$ cat src/rtl/ifb_pkg.sv
package ifb_pkg;

   // Register offsets as seen by the management bus engine.
   localparam logic [7:0] UNLOCK_OFFSET = 8'h08;
   localparam logic [7:0] POINTER_OFFSET = 8'h09;
   localparam logic [7:0] COMMAND_OFFSET = 8'h0A;

   // Unlock pattern and register reset values.
   localparam logic [7:0] UNLOCK_PATTERN = 8'hBB;
   localparam logic [7:0] UNLOCK_RESET = 8'h00;
   localparam logic [7:0] POINTER_RESET = 8'h00;
   localparam logic [7:0] COMMAND_RESET = 8'h00;
   localparam logic [7:0] READ_UNMAPPED = 8'h00;

   // Command register field positions.
   localparam int CMD_WRITE_POS = 7;
   localparam int CMD_READ_POS = 6;
   localparam int CMD_VALUE_POS = 1;

   // Feature bit store geometry.
   localparam int STORE_BITS = 256;
   localparam logic [STORE_BITS-1:0] STORE_RESET = 256'h0;

   // Feature field positions.
   localparam int DRIVE_LSB = 140;
   localparam int DRIVE_W = 4;
   localparam int NUM_OUTPUTS = 19;
   localparam int DRIVE_ALL_W = DRIVE_W * NUM_OUTPUTS;
   localparam int REF_LOAD_LSB = 216;
   localparam int FB_LOAD_LSB = 219;
   localparam int LOAD_W = 3;
   localparam int BYPASS_POS = 222;

   // Field reset values.
   localparam logic [LOAD_W-1:0] LOAD_RESET = 3'h0;
   localparam logic BYPASS_RESET = 1'b0;

   // Bypass path delays in picoseconds, long for 0 and short for 1.
   localparam int BYPASS_LONG_PS = 2500;
   localparam int BYPASS_SHORT_PS = 900;

   // Drive strength codes, full strength down to no drive.
   localparam logic [DRIVE_W-1:0] DRIVE_100 = 4'h0;
   localparam logic [DRIVE_W-1:0] DRIVE_90 = 4'h1;
   localparam logic [DRIVE_W-1:0] DRIVE_80 = 4'h3;
   localparam logic [DRIVE_W-1:0] DRIVE_70 = 4'h4;
   localparam logic [DRIVE_W-1:0] DRIVE_60 = 4'h6;
   localparam logic [DRIVE_W-1:0] DRIVE_50 = 4'h7;
   localparam logic [DRIVE_W-1:0] DRIVE_40 = 4'hA;
   localparam logic [DRIVE_W-1:0] DRIVE_30 = 4'hB;
   localparam logic [DRIVE_W-1:0] DRIVE_20 = 4'hC;
   localparam logic [DRIVE_W-1:0] DRIVE_10 = 4'hE;
   localparam logic [DRIVE_W-1:0] DRIVE_OFF = 4'hF;

endpackage

$ cat src/rtl/ifb_store_if.sv
`timescale 1ns/10ps
`default_nettype none

// Carries bit writes, the bit lookup and the stored image between control and store.
interface ifb_store_if;
   logic wr_en;
   logic [7:0] wr_index;
   logic wr_value;
   logic [7:0] rd_index;
   logic rd_value;
   logic [ifb_pkg::STORE_BITS-1:0] bits;

   modport ctrl (
      output wr_en,
      output wr_index,
      output wr_value,
      output rd_index,
      input rd_value,
      input bits
   );

   modport store (
      input wr_en,
      input wr_index,
      input wr_value,
      input rd_index,
      output rd_value,
      output bits
   );
endinterface

`default_nettype wire

$ cat src/rtl/ifb_bit_store.sv
`timescale 1ns/10ps
`default_nettype none

module ifb_bit_store (
   input wire logic clock_i,
   input wire logic rst_b_i,
   ifb_store_if.store port
);

   logic [ifb_pkg::STORE_BITS-1:0] bits_ff;

   // One bit changes per write; every other bit holds until rewritten or reset.
   always_ff @(posedge clock_i or negedge rst_b_i) begin
      if (!rst_b_i) begin
         bits_ff <= ifb_pkg::STORE_RESET;
      end else if (port.wr_en) begin
         bits_ff[port.wr_index] <= port.wr_value;
      end
   end

   // The lookup is combinational so the controller can register it with the read.
   assign port.rd_value = bits_ff[port.rd_index];
   assign port.bits = bits_ff;

endmodule

`default_nettype wire

$ cat src/rtl/ifb_feature_store.sv
// What this block does
// - Bits 218..216 select reference input load.
// - Bits 221..219 select feedback input load.
// - Bit 222 picks short bypass delay.
// - Bits 215..140 hold nineteen drive codes.
// - Each drive code steers only its output.
// - Drive codes reset to full strength.
// - Pointer register selects the feature bit.
// - Command 0x82 sets selected bit to one.
// - Command register read shows bit in 6.
// - Command 1000_00s0 stores s.
`timescale 1ns/10ps
`default_nettype none

module ifb_feature_store (
   input wire logic clock_i,
   input wire logic rst_b_i,
   input wire logic reg_wr_i,
   input wire logic reg_rd_i,
   input wire logic [7:0] reg_addr_i,
   input wire logic [7:0] reg_wdata_i,
   output logic [7:0] reg_rdata_o,
   output logic [ifb_pkg::LOAD_W-1:0] ref_input_load_select_o,
   output logic [ifb_pkg::LOAD_W-1:0] feedback_input_load_select_o,
   output logic bypass_short_delay_o,
   output logic [ifb_pkg::DRIVE_ALL_W-1:0] output_drive_code_o
);

   ifb_store_if store_bus ();

   logic [7:0] unlock_ff;
   logic [7:0] pointer_ff;
   logic [7:0] command_ff;
   logic [7:0] rdata_ff;
   logic [7:0] nxt_rdata;
   logic unlocked;
   logic wr_unlock;
   logic wr_pointer;
   logic wr_command;
   logic hit_unlock;
   logic hit_pointer;
   logic hit_command;

   // Access model, as seen from the management bus engine that drives the strobes.
   // The bank sits behind three byte registers. The unlock register gates the
   // other two: until it holds the unlock pattern, writes to the pointer and to
   // the command register fall away silently, so a stray transfer after power-up
   // cannot disturb a feature bit.
   // The pointer register names one of 256 bit positions as a plain binary
   // number. Positions outside the known fields are still stored, which keeps
   // the read-back of any position predictable for the host.
   // A command byte with its top bit set writes its value bit into the bit that
   // the pointer names, on the same edge that takes the byte. The host follows
   // with an all-zero close byte; that byte has its top bit clear and so stores
   // nothing, which means a host that skips it does no harm here.
   // A multi-bit field changes one bit per command, so a field may pass through
   // intermediate codes while the host walks its bits. The analog side must
   // tolerate those steps; nothing here holds a field back until it is whole.
   // Reading the command register returns the last command byte with bit 6
   // replaced by the bit that the pointer names. Read data is registered on the
   // read strobe, so the host takes it one cycle after the strobe, and it stands
   // until the next read.

   // One offset compare shared by the write decode and the read mux, so the two
   // can never disagree about which register an address means.
   function automatic logic offset_hit(input logic [7:0] addr, input logic [7:0] offset);
      offset_hit = (addr == offset);
   endfunction

   // Address decode; the pointer and command registers only take writes after unlocking.
   assign hit_unlock = offset_hit(reg_addr_i, ifb_pkg::UNLOCK_OFFSET);
   assign hit_pointer = offset_hit(reg_addr_i, ifb_pkg::POINTER_OFFSET);
   assign hit_command = offset_hit(reg_addr_i, ifb_pkg::COMMAND_OFFSET);
   assign unlocked = (unlock_ff == ifb_pkg::UNLOCK_PATTERN);
   assign wr_unlock = reg_wr_i && hit_unlock;
   assign wr_pointer = reg_wr_i && unlocked && hit_pointer;
   assign wr_command = reg_wr_i && unlocked && hit_command;

   // The unlock register always accepts writes so the host can lock it again.
   always_ff @(posedge clock_i or negedge rst_b_i) begin
      if (!rst_b_i) begin
         unlock_ff <= ifb_pkg::UNLOCK_RESET;
      end else if (wr_unlock) begin
         unlock_ff <= reg_wdata_i;
      end
   end

   // The pointer is a plain binary bit position.
   always_ff @(posedge clock_i or negedge rst_b_i) begin
      if (!rst_b_i) begin
         pointer_ff <= ifb_pkg::POINTER_RESET;
      end else if (wr_pointer) begin
         pointer_ff <= reg_wdata_i;
      end
   end

   // Command image; closing with zero clears the write flag.
   always_ff @(posedge clock_i or negedge rst_b_i) begin
      if (!rst_b_i) begin
         command_ff <= ifb_pkg::COMMAND_RESET;
      end else if (wr_command) begin
         command_ff <= reg_wdata_i;
      end
   end

   // A command with its top bit set stores its value bit into the selected bit.
   // Each such write commits at once, so the close write is tolerated but not required.
   assign store_bus.wr_en = wr_command && reg_wdata_i[ifb_pkg::CMD_WRITE_POS];
   assign store_bus.wr_index = pointer_ff;
   assign store_bus.wr_value = reg_wdata_i[ifb_pkg::CMD_VALUE_POS];
   assign store_bus.rd_index = pointer_ff;

   ifb_bit_store u_store (
      .clock_i(clock_i),
      .rst_b_i(rst_b_i),
      .port(store_bus.store)
   );

   // Read mux; the command register returns the selected feature bit in bit 6.
   always_comb begin
      nxt_rdata = ifb_pkg::READ_UNMAPPED;
      if (hit_unlock) begin
         nxt_rdata = unlock_ff;
      end else if (hit_pointer) begin
         nxt_rdata = pointer_ff;
      end else if (hit_command) begin
         nxt_rdata = command_ff;
         nxt_rdata[ifb_pkg::CMD_READ_POS] = store_bus.rd_value;
      end
   end

   // Read data is captured on the read strobe and held until the next read.
   always_ff @(posedge clock_i or negedge rst_b_i) begin
      if (!rst_b_i) begin
         rdata_ff <= ifb_pkg::READ_UNMAPPED;
      end else if (reg_rd_i) begin
         rdata_ff <= nxt_rdata;
      end
   end

   assign reg_rdata_o = rdata_ff;

   // Field outputs are slices of the store flops; each slice feeds one consumer only.
   // Store reset is all zero, giving load code 000, long bypass and full drive.
   assign ref_input_load_select_o =
      store_bus.bits[ifb_pkg::REF_LOAD_LSB +: ifb_pkg::LOAD_W];
   assign feedback_input_load_select_o =
      store_bus.bits[ifb_pkg::FB_LOAD_LSB +: ifb_pkg::LOAD_W];
   assign bypass_short_delay_o = store_bus.bits[ifb_pkg::BYPASS_POS];

   // Each output takes its own four-bit slice, so a code written for one output
   // can never reach a neighbour; output n sits at bits 4n+3 down to 4n.
   // The zero reset of the store gives every output full drive.
   for (genvar n = 0; n < ifb_pkg::NUM_OUTPUTS; n++) begin : g_drive
      assign output_drive_code_o[n*ifb_pkg::DRIVE_W +: ifb_pkg::DRIVE_W] =
         store_bus.bits[ifb_pkg::DRIVE_LSB + n*ifb_pkg::DRIVE_W +: ifb_pkg::DRIVE_W];
   end

endmodule

`default_nettype wire

$ cat config.mk
export PLATFORM = sky130hd
export DESIGN_NAME = ifb_feature_store
export DESIGN_NICKNAME = d
export VERILOG_FILES = /design/src/rtl/ifb_pkg.sv /design/src/rtl/ifb_store_if.sv /design/src/rtl/ifb_bit_store.sv /design/src/rtl/ifb_feature_store.sv
export SDC_FILE = /design/constraint.sdc
export NUM_CORES = 1
export LEC_CHECK = 0
export BUFFER_PORTS_ARGS = -buffer_cell sky130_fd_sc_hd__buf_2
export CAP_MARGIN = 20
export CORE_MARGIN = 8
export CORE_UTILIZATION = 61
export DETAILED_ROUTE_END_ITERATION = 8
export GPL_TIMING_DRIVEN = 1
export PLACE_DENSITY = 0.81
export SETUP_SLACK_MARGIN = 0.1
export SLEW_MARGIN = 20
export SYNTH_ARGS = -nofsm -noshare
export SYNTH_HDL_FRONTEND = slang
export SYNTH_SLANG_ARGS = --single-unit
$ cat constraint.sdc
create_clock -name clock_i -period 2.6 [get_ports clock_i]
set_input_delay 0.39 -clock clock_i [delete_from_list [all_inputs] [get_ports clock_i]]
set_output_delay 0.39 -clock clock_i [all_outputs]
set_load 0.03 [all_outputs]
Word-level counts from Yosys, hierarchy flattened
Cells that the tools add are included.
{ "totals": {"register_bits": 288, "latchBits": 0, "ramBits": 0, "romBits": 0, "memories": 0} }
{ "op_classes": {"addsub": 0, "multipliers": 0, "div": 0, "n_lt_le_gt_ge": 2, "n_eq_ne": 4, "n_shift": 0, "mux": 8, "n_bitwise": 0, "n_reduce_logical": 6} }
{ "ops": {"columns": ["op", "count"], "rows": [
  ["$bwmux 256", 1],
  ["$eq 8x4->1 const B", 3],
  ["$mux 8", 3],
  ["$lt 8x9->1 const B", 1],
  ["$bmux 1 s8", 1],
  ["$demux 1 s8", 1],
  ["$eq 8x8->1 const B", 1],
  ["$ge 8x1->1 const B", 1],
  ["$logic_and 1x1->1", 6],
  ["$mux 1", 2]
]} }

Longest topological paths before layout
Gate-level depths: netlist of run 1.
{ "logic_depth": {"depth_word": 5, "ltp_mapped": 11, "mapped_depth_nobuf": 7} }

Cells and area by module
Synthesis of run 1 repeated with hierarchy kept, for this count alone.
{ "hier_totals": {"hier_cells": 1260, "area_unflattened_um2": 14804.2} }
{ "modules_own_cells": {"columns": ["mod", "n_inst", "cells_each", "area_per_inst_um2", "seq_area_each_um2"], "rows": [
  ["ifb_bit_store", 1, 1133, 13254.0, 6406.1],
  ["ifb_feature_store", 1, 127, 1550.2, 775.7]
]} }

Least setup slack after synthesis of run 1
No wires, ideal clock.
{ "synth_timing": {"path_type": "input-to-reg", "start": "in reg_addr_i[5]", "end": "reg u_store.bits_ff (netlist bit u_store.port.bits[15])", "setup_ns": 0.125, "arrival_time_ns": 2.286, "required_time_ns": 2.475, "setup_slack_ns": 0.189, "cell_stages": 10, "path_buffers": 3, "cell_sequence": "nor4_1 > and4b_1 > buf_2 > nand2_2 > buf_6 > nor4_4 > nand2_1 > buf_2 > nor2_1 > mux2_2"} }
{ "synth_between": {"elab_chain_cells": 3} }
{ "synth_rtl": {"columns": ["element", "line_no", "text"], "rows": [
  ["start, declared", "ifb_feature_store.sv:20", "input wire logic [7:0] reg_addr_i,"],
  ["$eq 8x4->1", "ifb_feature_store.sv:67", "offset_hit = (addr == offset);"],
  ["$logic_and 1x1->1", "ifb_feature_store.sv:77", "assign wr_command = reg_wr_i && unlocked && hit_command;"],
  ["$logic_and 1x1->1", "ifb_feature_store.sv:108", "assign store_bus.wr_en = wr_command && reg_wdata_i[ifb_pkg::CMD_WRITE_POS];"],
  ["end signal, assigned", "ifb_bit_store.sv:15", "bits_ff <= ifb_pkg::STORE_RESET;"],
  ["end signal, assigned by index", "ifb_bit_store.sv:17", "bits_ff[port.wr_index] <= port.wr_value;"],
  ["end, declared", "ifb_bit_store.sv:10", "logic [ifb_pkg::STORE_BITS-1:0] bits_ff;"]
]} }
Every way passes these cells.
A chain may end at the register's enable or synchronous reset.

Final worst setup path of run 1
{ "layout_timing": {"start": "reg pointer_ff[0]", "end": "reg rdata_ff[6], in the netlist reg_rdata_o[6]"} }
{ "layout_between": {"elab_chain_cells": 5} }
{ "layout_rtl": {"columns": ["element", "line_no", "text"], "rows": [
  ["start, declared", "ifb_feature_store.sv:32", "logic [7:0] pointer_ff;"],
  ["start signal, assigned", "ifb_feature_store.sv:91", "pointer_ff <= ifb_pkg::POINTER_RESET;"],
  ["start signal, assigned", "ifb_feature_store.sv:93", "pointer_ff <= reg_wdata_i;"],
  ["$bmux 1 s8", "ifb_bit_store.sv:22", "assign port.rd_value = bits_ff[port.rd_index];"],
  ["$mux 1 (implied by the code)", "ifb_bit_store.sv:22", null],
  ["$mux 8", "ifb_feature_store.sv:126", "end else if (hit_command) begin"],
  ["$mux 8", "ifb_feature_store.sv:124", "end else if (hit_pointer) begin"],
  ["$mux 8", "ifb_feature_store.sv:122", "if (hit_unlock) begin"],
  ["end signal, assigned", "ifb_feature_store.sv:135", "rdata_ff <= ifb_pkg::READ_UNMAPPED;"],
  ["end signal, assigned", "ifb_feature_store.sv:137", "rdata_ff <= nxt_rdata;"],
  ["end, declared", "ifb_feature_store.sv:34", "logic [7:0] rdata_ff;"]
]} }
Every way passes these cells. The select of a mux whose other input is x is not followed.

==> results of run 1 <==
## cell usage in the layout (no fill, tap or decap), types with 3 or more instances in the layout
master,instances
dfrtp_1,284
nand2b_1,7
nor2_1,229
buf_6,4
clkbuf_1,10
clkinv_2,4
clkbuf_16,31
mux2i_1,5
nor2b_1,11
and3_1,3
nor3_1,8
o22ai_1,15
a22oi_1,4
buf_4,64
a221oi_1,5
inv_1,5
buf_2,109
o22ai_2,3
nand2_1,117
mux2_1,8
mux4_2,52
nand3_1,12
clkbuf_8,4
mux2_2,293
buf_12,17
o21ai_0,4
a31oi_1,3
a21oi_1,6
## final cells by class
class | count | area (µm²)
inverter | 6 | 22.5
clock buffer | 45 | 868
timing repair buffer | 199 | 1510
tap | 324 | 405
clock inverter | 8 | 73.8
sequential | 287 | 7190
multi-input combinational | 830 | 6890
fill | 1611 | 7370
## worst paths after layout
kind	startpoint	to
setup / recovery	pointer_ff[0]	reg_rdata_o[6]
hold / removal	reg_wdata_i[6]	unlock_ff[6]
setup reg to reg	pointer_ff[0]	reg_rdata_o[6]
hold reg to reg	reg_rdata_o[2]	reg_rdata_o[2]
max in group asynchronous	rst_b_i	u_store.port.bits[25]
min in group asynchronous	rst_b_i	u_store.port.bits[179]
## routing by layer
layer  global-route usage (%)  part of all wire (%)
met5                        0                     0
met4                     13.1                   4.4
met3                     5.84                   8.4
met2                     41.7                    48
met1                     34.8                    40
## metrics by stage
step / instance area (µm²) / worst slack (ns)
after floorplan: 15100 / 0.189
after global placement: 15800 / -0.265
after detailed placement: 15800 / -0.164
after CTS: 16900 / 0.0218
after global routing: 17000 / -0.157
final: 17000 / -0.0651
## worst max-delay path, delay by kind of cell (launching register included)
kind	cells	cell delay (ns)
mux	2	0.90
buf+inv	3	0.46
compound gates	2	0.47
simple gates	2	0.21
flops	1	0.49
## sequential cells by signal, summed over array words and instances (netlist names)
signal,count
unlock_ff,8
u_store.port.bits,256
pointer_ff,8
reg_rdata_o,8
command_ff,7
## what timing repair did
item	CTS	global route
setup buffers	3	0
hold buffers	1	0
endpoints found under the hold margin	55	0
resized for setup	13	15
endpoints found under the setup margin	1	16
cloned	1	1
pin swaps	3	5
## cells by family after synthesis
| group | Yosys count | synth area share, % |
|---|---|---|
| buffers and inverters | 193 | 7.41 |
| and+or+nand+nor | 410 | 11.5 |
| muxes | 359 | 30.7 |
| DFF | 287 | 47.6 |
| AOI/OAI and AO/OA | 61 | 2.81 |
## power by group through the flow
stage | sequential (W) | clock [W] | combinational [W]
floorplan | 0.00458 | 0 | 0.0000693
finish | 0.00449 | 0.00414 | 0.000235
CTS | 0.00448 | 0.00418 | 0.000238
detailed placement | 0.00457 | 0 | 0.000234
global placement | 0.00457 | 0 | 0.000232
global route | 0.00448 | 0.00437 | 0.000263
==> flow_metrics.tcl, run 1 <==
set metrics [dict create \
    post-dp-hpwl_mm 25.9 \
    cts_root_buffer "clkbuf_16" \
    initial_utilization_pct 62.1 \
    tightest_slew_ns 0.697 \
    first_global_vias 11175 \
    core-area_um2 24300 \
    crit_fanout 4 \
    power.switching_w 0.00194 \
    slowest_stage "dfrtp_4" \
    ir_drop_uv 556 \
    drc 0 \
    cts_buffers 30 \
    finalSetupViolCount 1 \
    rsz0062_at_grt "yes" \
    synth_cells 1310 \
    yosys-top-cells-count "293 x mux2_2, 287 x dfrtp_1, 231 x nor2_1, 117 x nand2_1, 88 x buf_4" \
    drv_slew 0 \
    drtIter0Drc 1112 \
    fin_ws_ns -0.0651 \
    finalWirelength_mm 40.2 \
    min_path_cells 2 \
    power.total_w 0.00886 \
    cts.clk_slew.worst_paths_ns 0.06 \
    critPathRequiredTime_ns 3.03 \
    post-route-min-period_ns 2.67 \
    wl_per_cell_um 23.6 \
    syn_avg_cell_area_um2 11.5 \
    grt_max_degree 79 \
    synth_seq_cells 287 \
    syn_nets 1330 \
    switching_share_pct 21.9 \
    yosys.area.top_type_share_pct 47.6 \
    worstSetupPathType "reg2reg" \
    clock_skew_ns 0.0131 \
    cts_tree "done" \
    max_freq_mhz 375 \
    viasPerCell 6.31 \
    critPathCaptureType "flip-flop" \
    hp-class "in2reg" \
    final_core_util_pct 69.7 \
    io_pins 111 \
    ant_nets 0 \
    firstDrtPassIters 7 \
    yosysMostFrequentCell "mux2_2" \
    drive_gt1_share_pct 44.5 \
    io_buffers 110 \
    power_density_nw_per_um2 523 \
    crit_chain "buf_12 > buf_8 > mux4_2 > mux4_2 > nand2_1 > nand4_1 > a2111oi_4 > buf_4 > o31ai_4" \
    yosys.area.top_type "dfrtp_1" \
    synthArstFlopShare_pct 100 \
    p_int_w 0.00692 \
    cellLeakagePower_nw 8.02 \
    grt_first_pass_wirelength_mm 64.2 \
    dieArea_um2 30000 \
    clk_latency_ns 0.56 \
    stdcell_count 1699 \
    drv_cap 0 \
    seqPwrFrac_pct 50.6 \
    yosysSeqAreaShare_pct 47.6 \
    netlist_area_um2 15100 \
    cts.path.max_buffers 3 \
    grt_overflow 0 \
    htreeDepth 1 \
    synth_edf_count 0 \
    nNetsFinal 1374 \
    grt_usage_pct 26.6 \
    gp_congestion 0.871 \
    status "finished, violations left" \
    hold_slack_ns 0.107 \
    synth-main-ff-cell "dfrtp_1" \
    row_count 57 \
    cts.sink_count 287 \
    worstSetupStartpointType "flip-flop" \
    p_clk_share_pct 46.7 \
    vias 10719 \
    relSlewSlack_pct 53.4 \
    hold_viol_final 0 \
    yosys_warnings 0 \
    rr_worst_depth 9 \
    reg2reg_slack_ns -0.07 \
    tns_ns -0.0651 \
    critPathMostFrequentCell "mux4_2" \
    synth_area_leaders "dfrtp_1 48%, mux2_2 22%, mux4_2 7.8%" \
    dp.cells 1640 \
    antenna_found_initial 0 \
    synthDistinctLibCells 55 \
    cp.arrival_ns 3.09 \
    fin_crit_sh_pct 103 \
    syn_to_final_growth_pct 12.3 \
    pwr-share-comb_pct 2.6 \
    cp_slowest_stage_delay_ns 0.49 \
    failed_checks "setup timing" \
    antenna_cells 0 \
    die_y_um 173 \
    dieWidth_um 173 \
]
No activity file was read; power rests on OpenSTA's default activity.
==> run 2, diff against run 1 <==
--- a/config.mk
+++ b/config.mk
@@ -9,2 +9,3 @@
 export CAP_MARGIN = 20
+export CORE_ASPECT_RATIO = 1.1
 export CORE_MARGIN = 8
==> constraint.sdc (replaced) <==
create_clock -name clock_i -period 2.6 [get_ports clock_i]
set_input_delay 0.26 -clock clock_i [delete_from_list [all_inputs] [get_ports clock_i]]
set_output_delay 0.26 -clock clock_i [all_outputs]
set_load 0.03 [all_outputs]
==> flow_metrics.tcl, run 2 (synthesis results as in run 1) <==
set metrics [dict create \
    drc 0 \
    rsz0062_at_grt "yes" \
    wl_met2_mm 19.6 \
    vias 10687 \
    cts_tree "done" \
    row_count 60 \
    drv_cap 0 \
    critPathRequiredTime_ns 3.03 \
    io_pins 111 \
    power.switching_w 0.00197 \
    antenna_cells 0 \
    grt_usage_pct 25.8 \
    hp-class "in2reg" \
    cts.clk_slew.worst_paths_ns 0.06 \
    tightest_slew_ns 0.823 \
    gp_congestion 0.879 \
    path_buf_inv 2 \
    finalSetupViolCount 0 \
    cts.sink_count 287 \
    antenna_found_initial 0 \
    syn_to_final_growth_pct 13.7 \
    largest_reg_flops 256 \
    grt_first_pass_wirelength_mm 62.5 \
    rr_worst_depth 8 \
    worstSetupPathType "reg2reg" \
    ir_drop_uv 605 \
    drt-met1-wl_mm 15.4 \
    max_freq_mhz 397 \
    slowest_stage "dfrtp_4" \
    post-dp-hpwl_mm 26.5 \
    wl_per_cell_um 23.1 \
    pwr-share-comb_pct 2.7 \
    dp_slack_ns -0.115 \
    dieArea_um2 30000 \
    fin_ws_ns 0.0811 \
    status "completed" \
    htreeDepth 1 \
    nNetsFinal 1403 \
    firstDrtPassIters 5 \
    die_y_um 181 \
    min_path_cells 3 \
    grt_overflow 0 \
    dieWidth_um 166 \
    cp.arrival_ns 2.94 \
    io_buffers 110 \
    crit_chain "buf_8 > buf_4 > mux4_2 > mux2_2 > o211ai_1 > o311ai_2 > a311oi_2 > o31ai_1" \
    power.total_w 0.00913 \
    switching_share_pct 21.6 \
    cpLargestDelayFamily "multiplexers" \
    cts.path.max_buffers 3 \
    finalWirelength_mm 39.6 \
    wl_met3_mm 2.97 \
    cp_slowest_stage_delay_ns 0.52 \
    initial_utilization_pct 61.9 \
    drtIter0Drc 1073 \
    ant_nets 0 \
    power_density_nw_per_um2 532 \
    crit_fanout 10 \
    clk_latency_ns 0.57 \
    final_cell_mix "293 x mux2_2, 284 x dfrtp_1, 230 x nor2_1" \
    final_common_cell "mux2_2" \
    p_clk_share_pct 48.1 \
    hold_viol_final 0 \
    seqPwrFrac_pct 49.2 \
    path_depth 8 \
    worstSetupStartpointType "flip-flop" \
    critPathCaptureType "flip-flop" \
    first_global_vias 11068 \
    clock_skew_ns 0.0151 \
    grt_max_degree 85 \
    post-route-min-period_ns 2.52 \
    cellLeakagePower_nw 8.19 \
    maxUsedRoutingLayer "met4" \
    relSlewSlack_pct 44.7 \
    p_int_w 0.00715 \
    cts_buffers 31 \
    drive_gt1_share_pct 45.2 \
    cts_root_buffer "clkbuf_16" \
    viasPerCell 6.23 \
    drv_slew 0 \
    fin_crit_sh_pct 96.9 \
    core-area_um2 24400 \
]
-- run 2: worst reg2reg max path: stages, from the launching register on --
cell and delay [ns]:
dfrtp_4 0.52, buf_8 0.19, buf_4 0.16, mux4_2 0.50
mux2_2 0.27, o211ai_1 0.20, o311ai_2 0.17, a311oi_2 0.29
o31ai_1 0.09
-- run 2: power groups by stage --
stage                     Combinational, W  Sequential, W  Clock (W)
after floorplan                  0.0000693        0.00458          0
after global placement            0.000234        0.00457          0
after detailed placement          0.000238        0.00457          0
after CTS                         0.000247        0.00449    0.00443
after global routing              0.000275        0.00449    0.00459
final                             0.000245        0.00449    0.00439
-- run 2: worst paths after layout --
kind / from / to / slack, ns
min reg2reg: u_store.port.bits[253] / u_store.port.bits[253] / 0.50
max: pointer_ff[0] / reg_rdata_o[6] / 0.08
min: reg_rd_i / reg_rdata_o[3] / 0.11
max in group asynchronous: rst_b_i / u_store.port.bits[219] / 1.49
min in group asynchronous: rst_b_i / command_ff[1] / 0.26
max reg2reg: pointer_ff[0] / reg_rdata_o[6] / 0.08
-- run 2: repair_timing --
item | in CTS | in global routing
cloned | 1 | 0
hold buffers | 7 | 0
hold endpoints to repair | 82 | 0
pin swaps | 1 | 2
buffers inserted | 2 | 6
resized for setup | 9 | 9
setup endpoints to repair | 2 | 59
-- run 2: layout make-up --
cell class                 instances  area, µm²
inverter                           6       22.5
multi-input combinational        830       6850
tap                              310        388
clock buffer                      49        963
sequential                       287       7190
clock inverter                     7       63.8
timing repair buffer             227       1680
fill                            1534       7240
-- run 2: metrics by stage --
step	TNS [ns]	area, µm²	cells	hold slack, ns	util [%]
floorplan	0	15100	1310	-0.0356	-
global placement	-0.0785	15900	1644	0.267	65.0
detailed placement	-0.115	15900	1644	0.267	65.0
CTS	0	17100	1710	0.0909	69.9
global route	0	17200	1716	0.145	70.3
finish	0	17200	1716	0.115	70.3
-- run 2: per-layer routing --
metal | up-vias | global-route usage [%]
met1 | 5494 | 32.0
met5 | - | 0
li1 | 4616 | -
met3 | 118 | 5.34
met4 | 0 | 10.6
met2 | 459 | 43.5
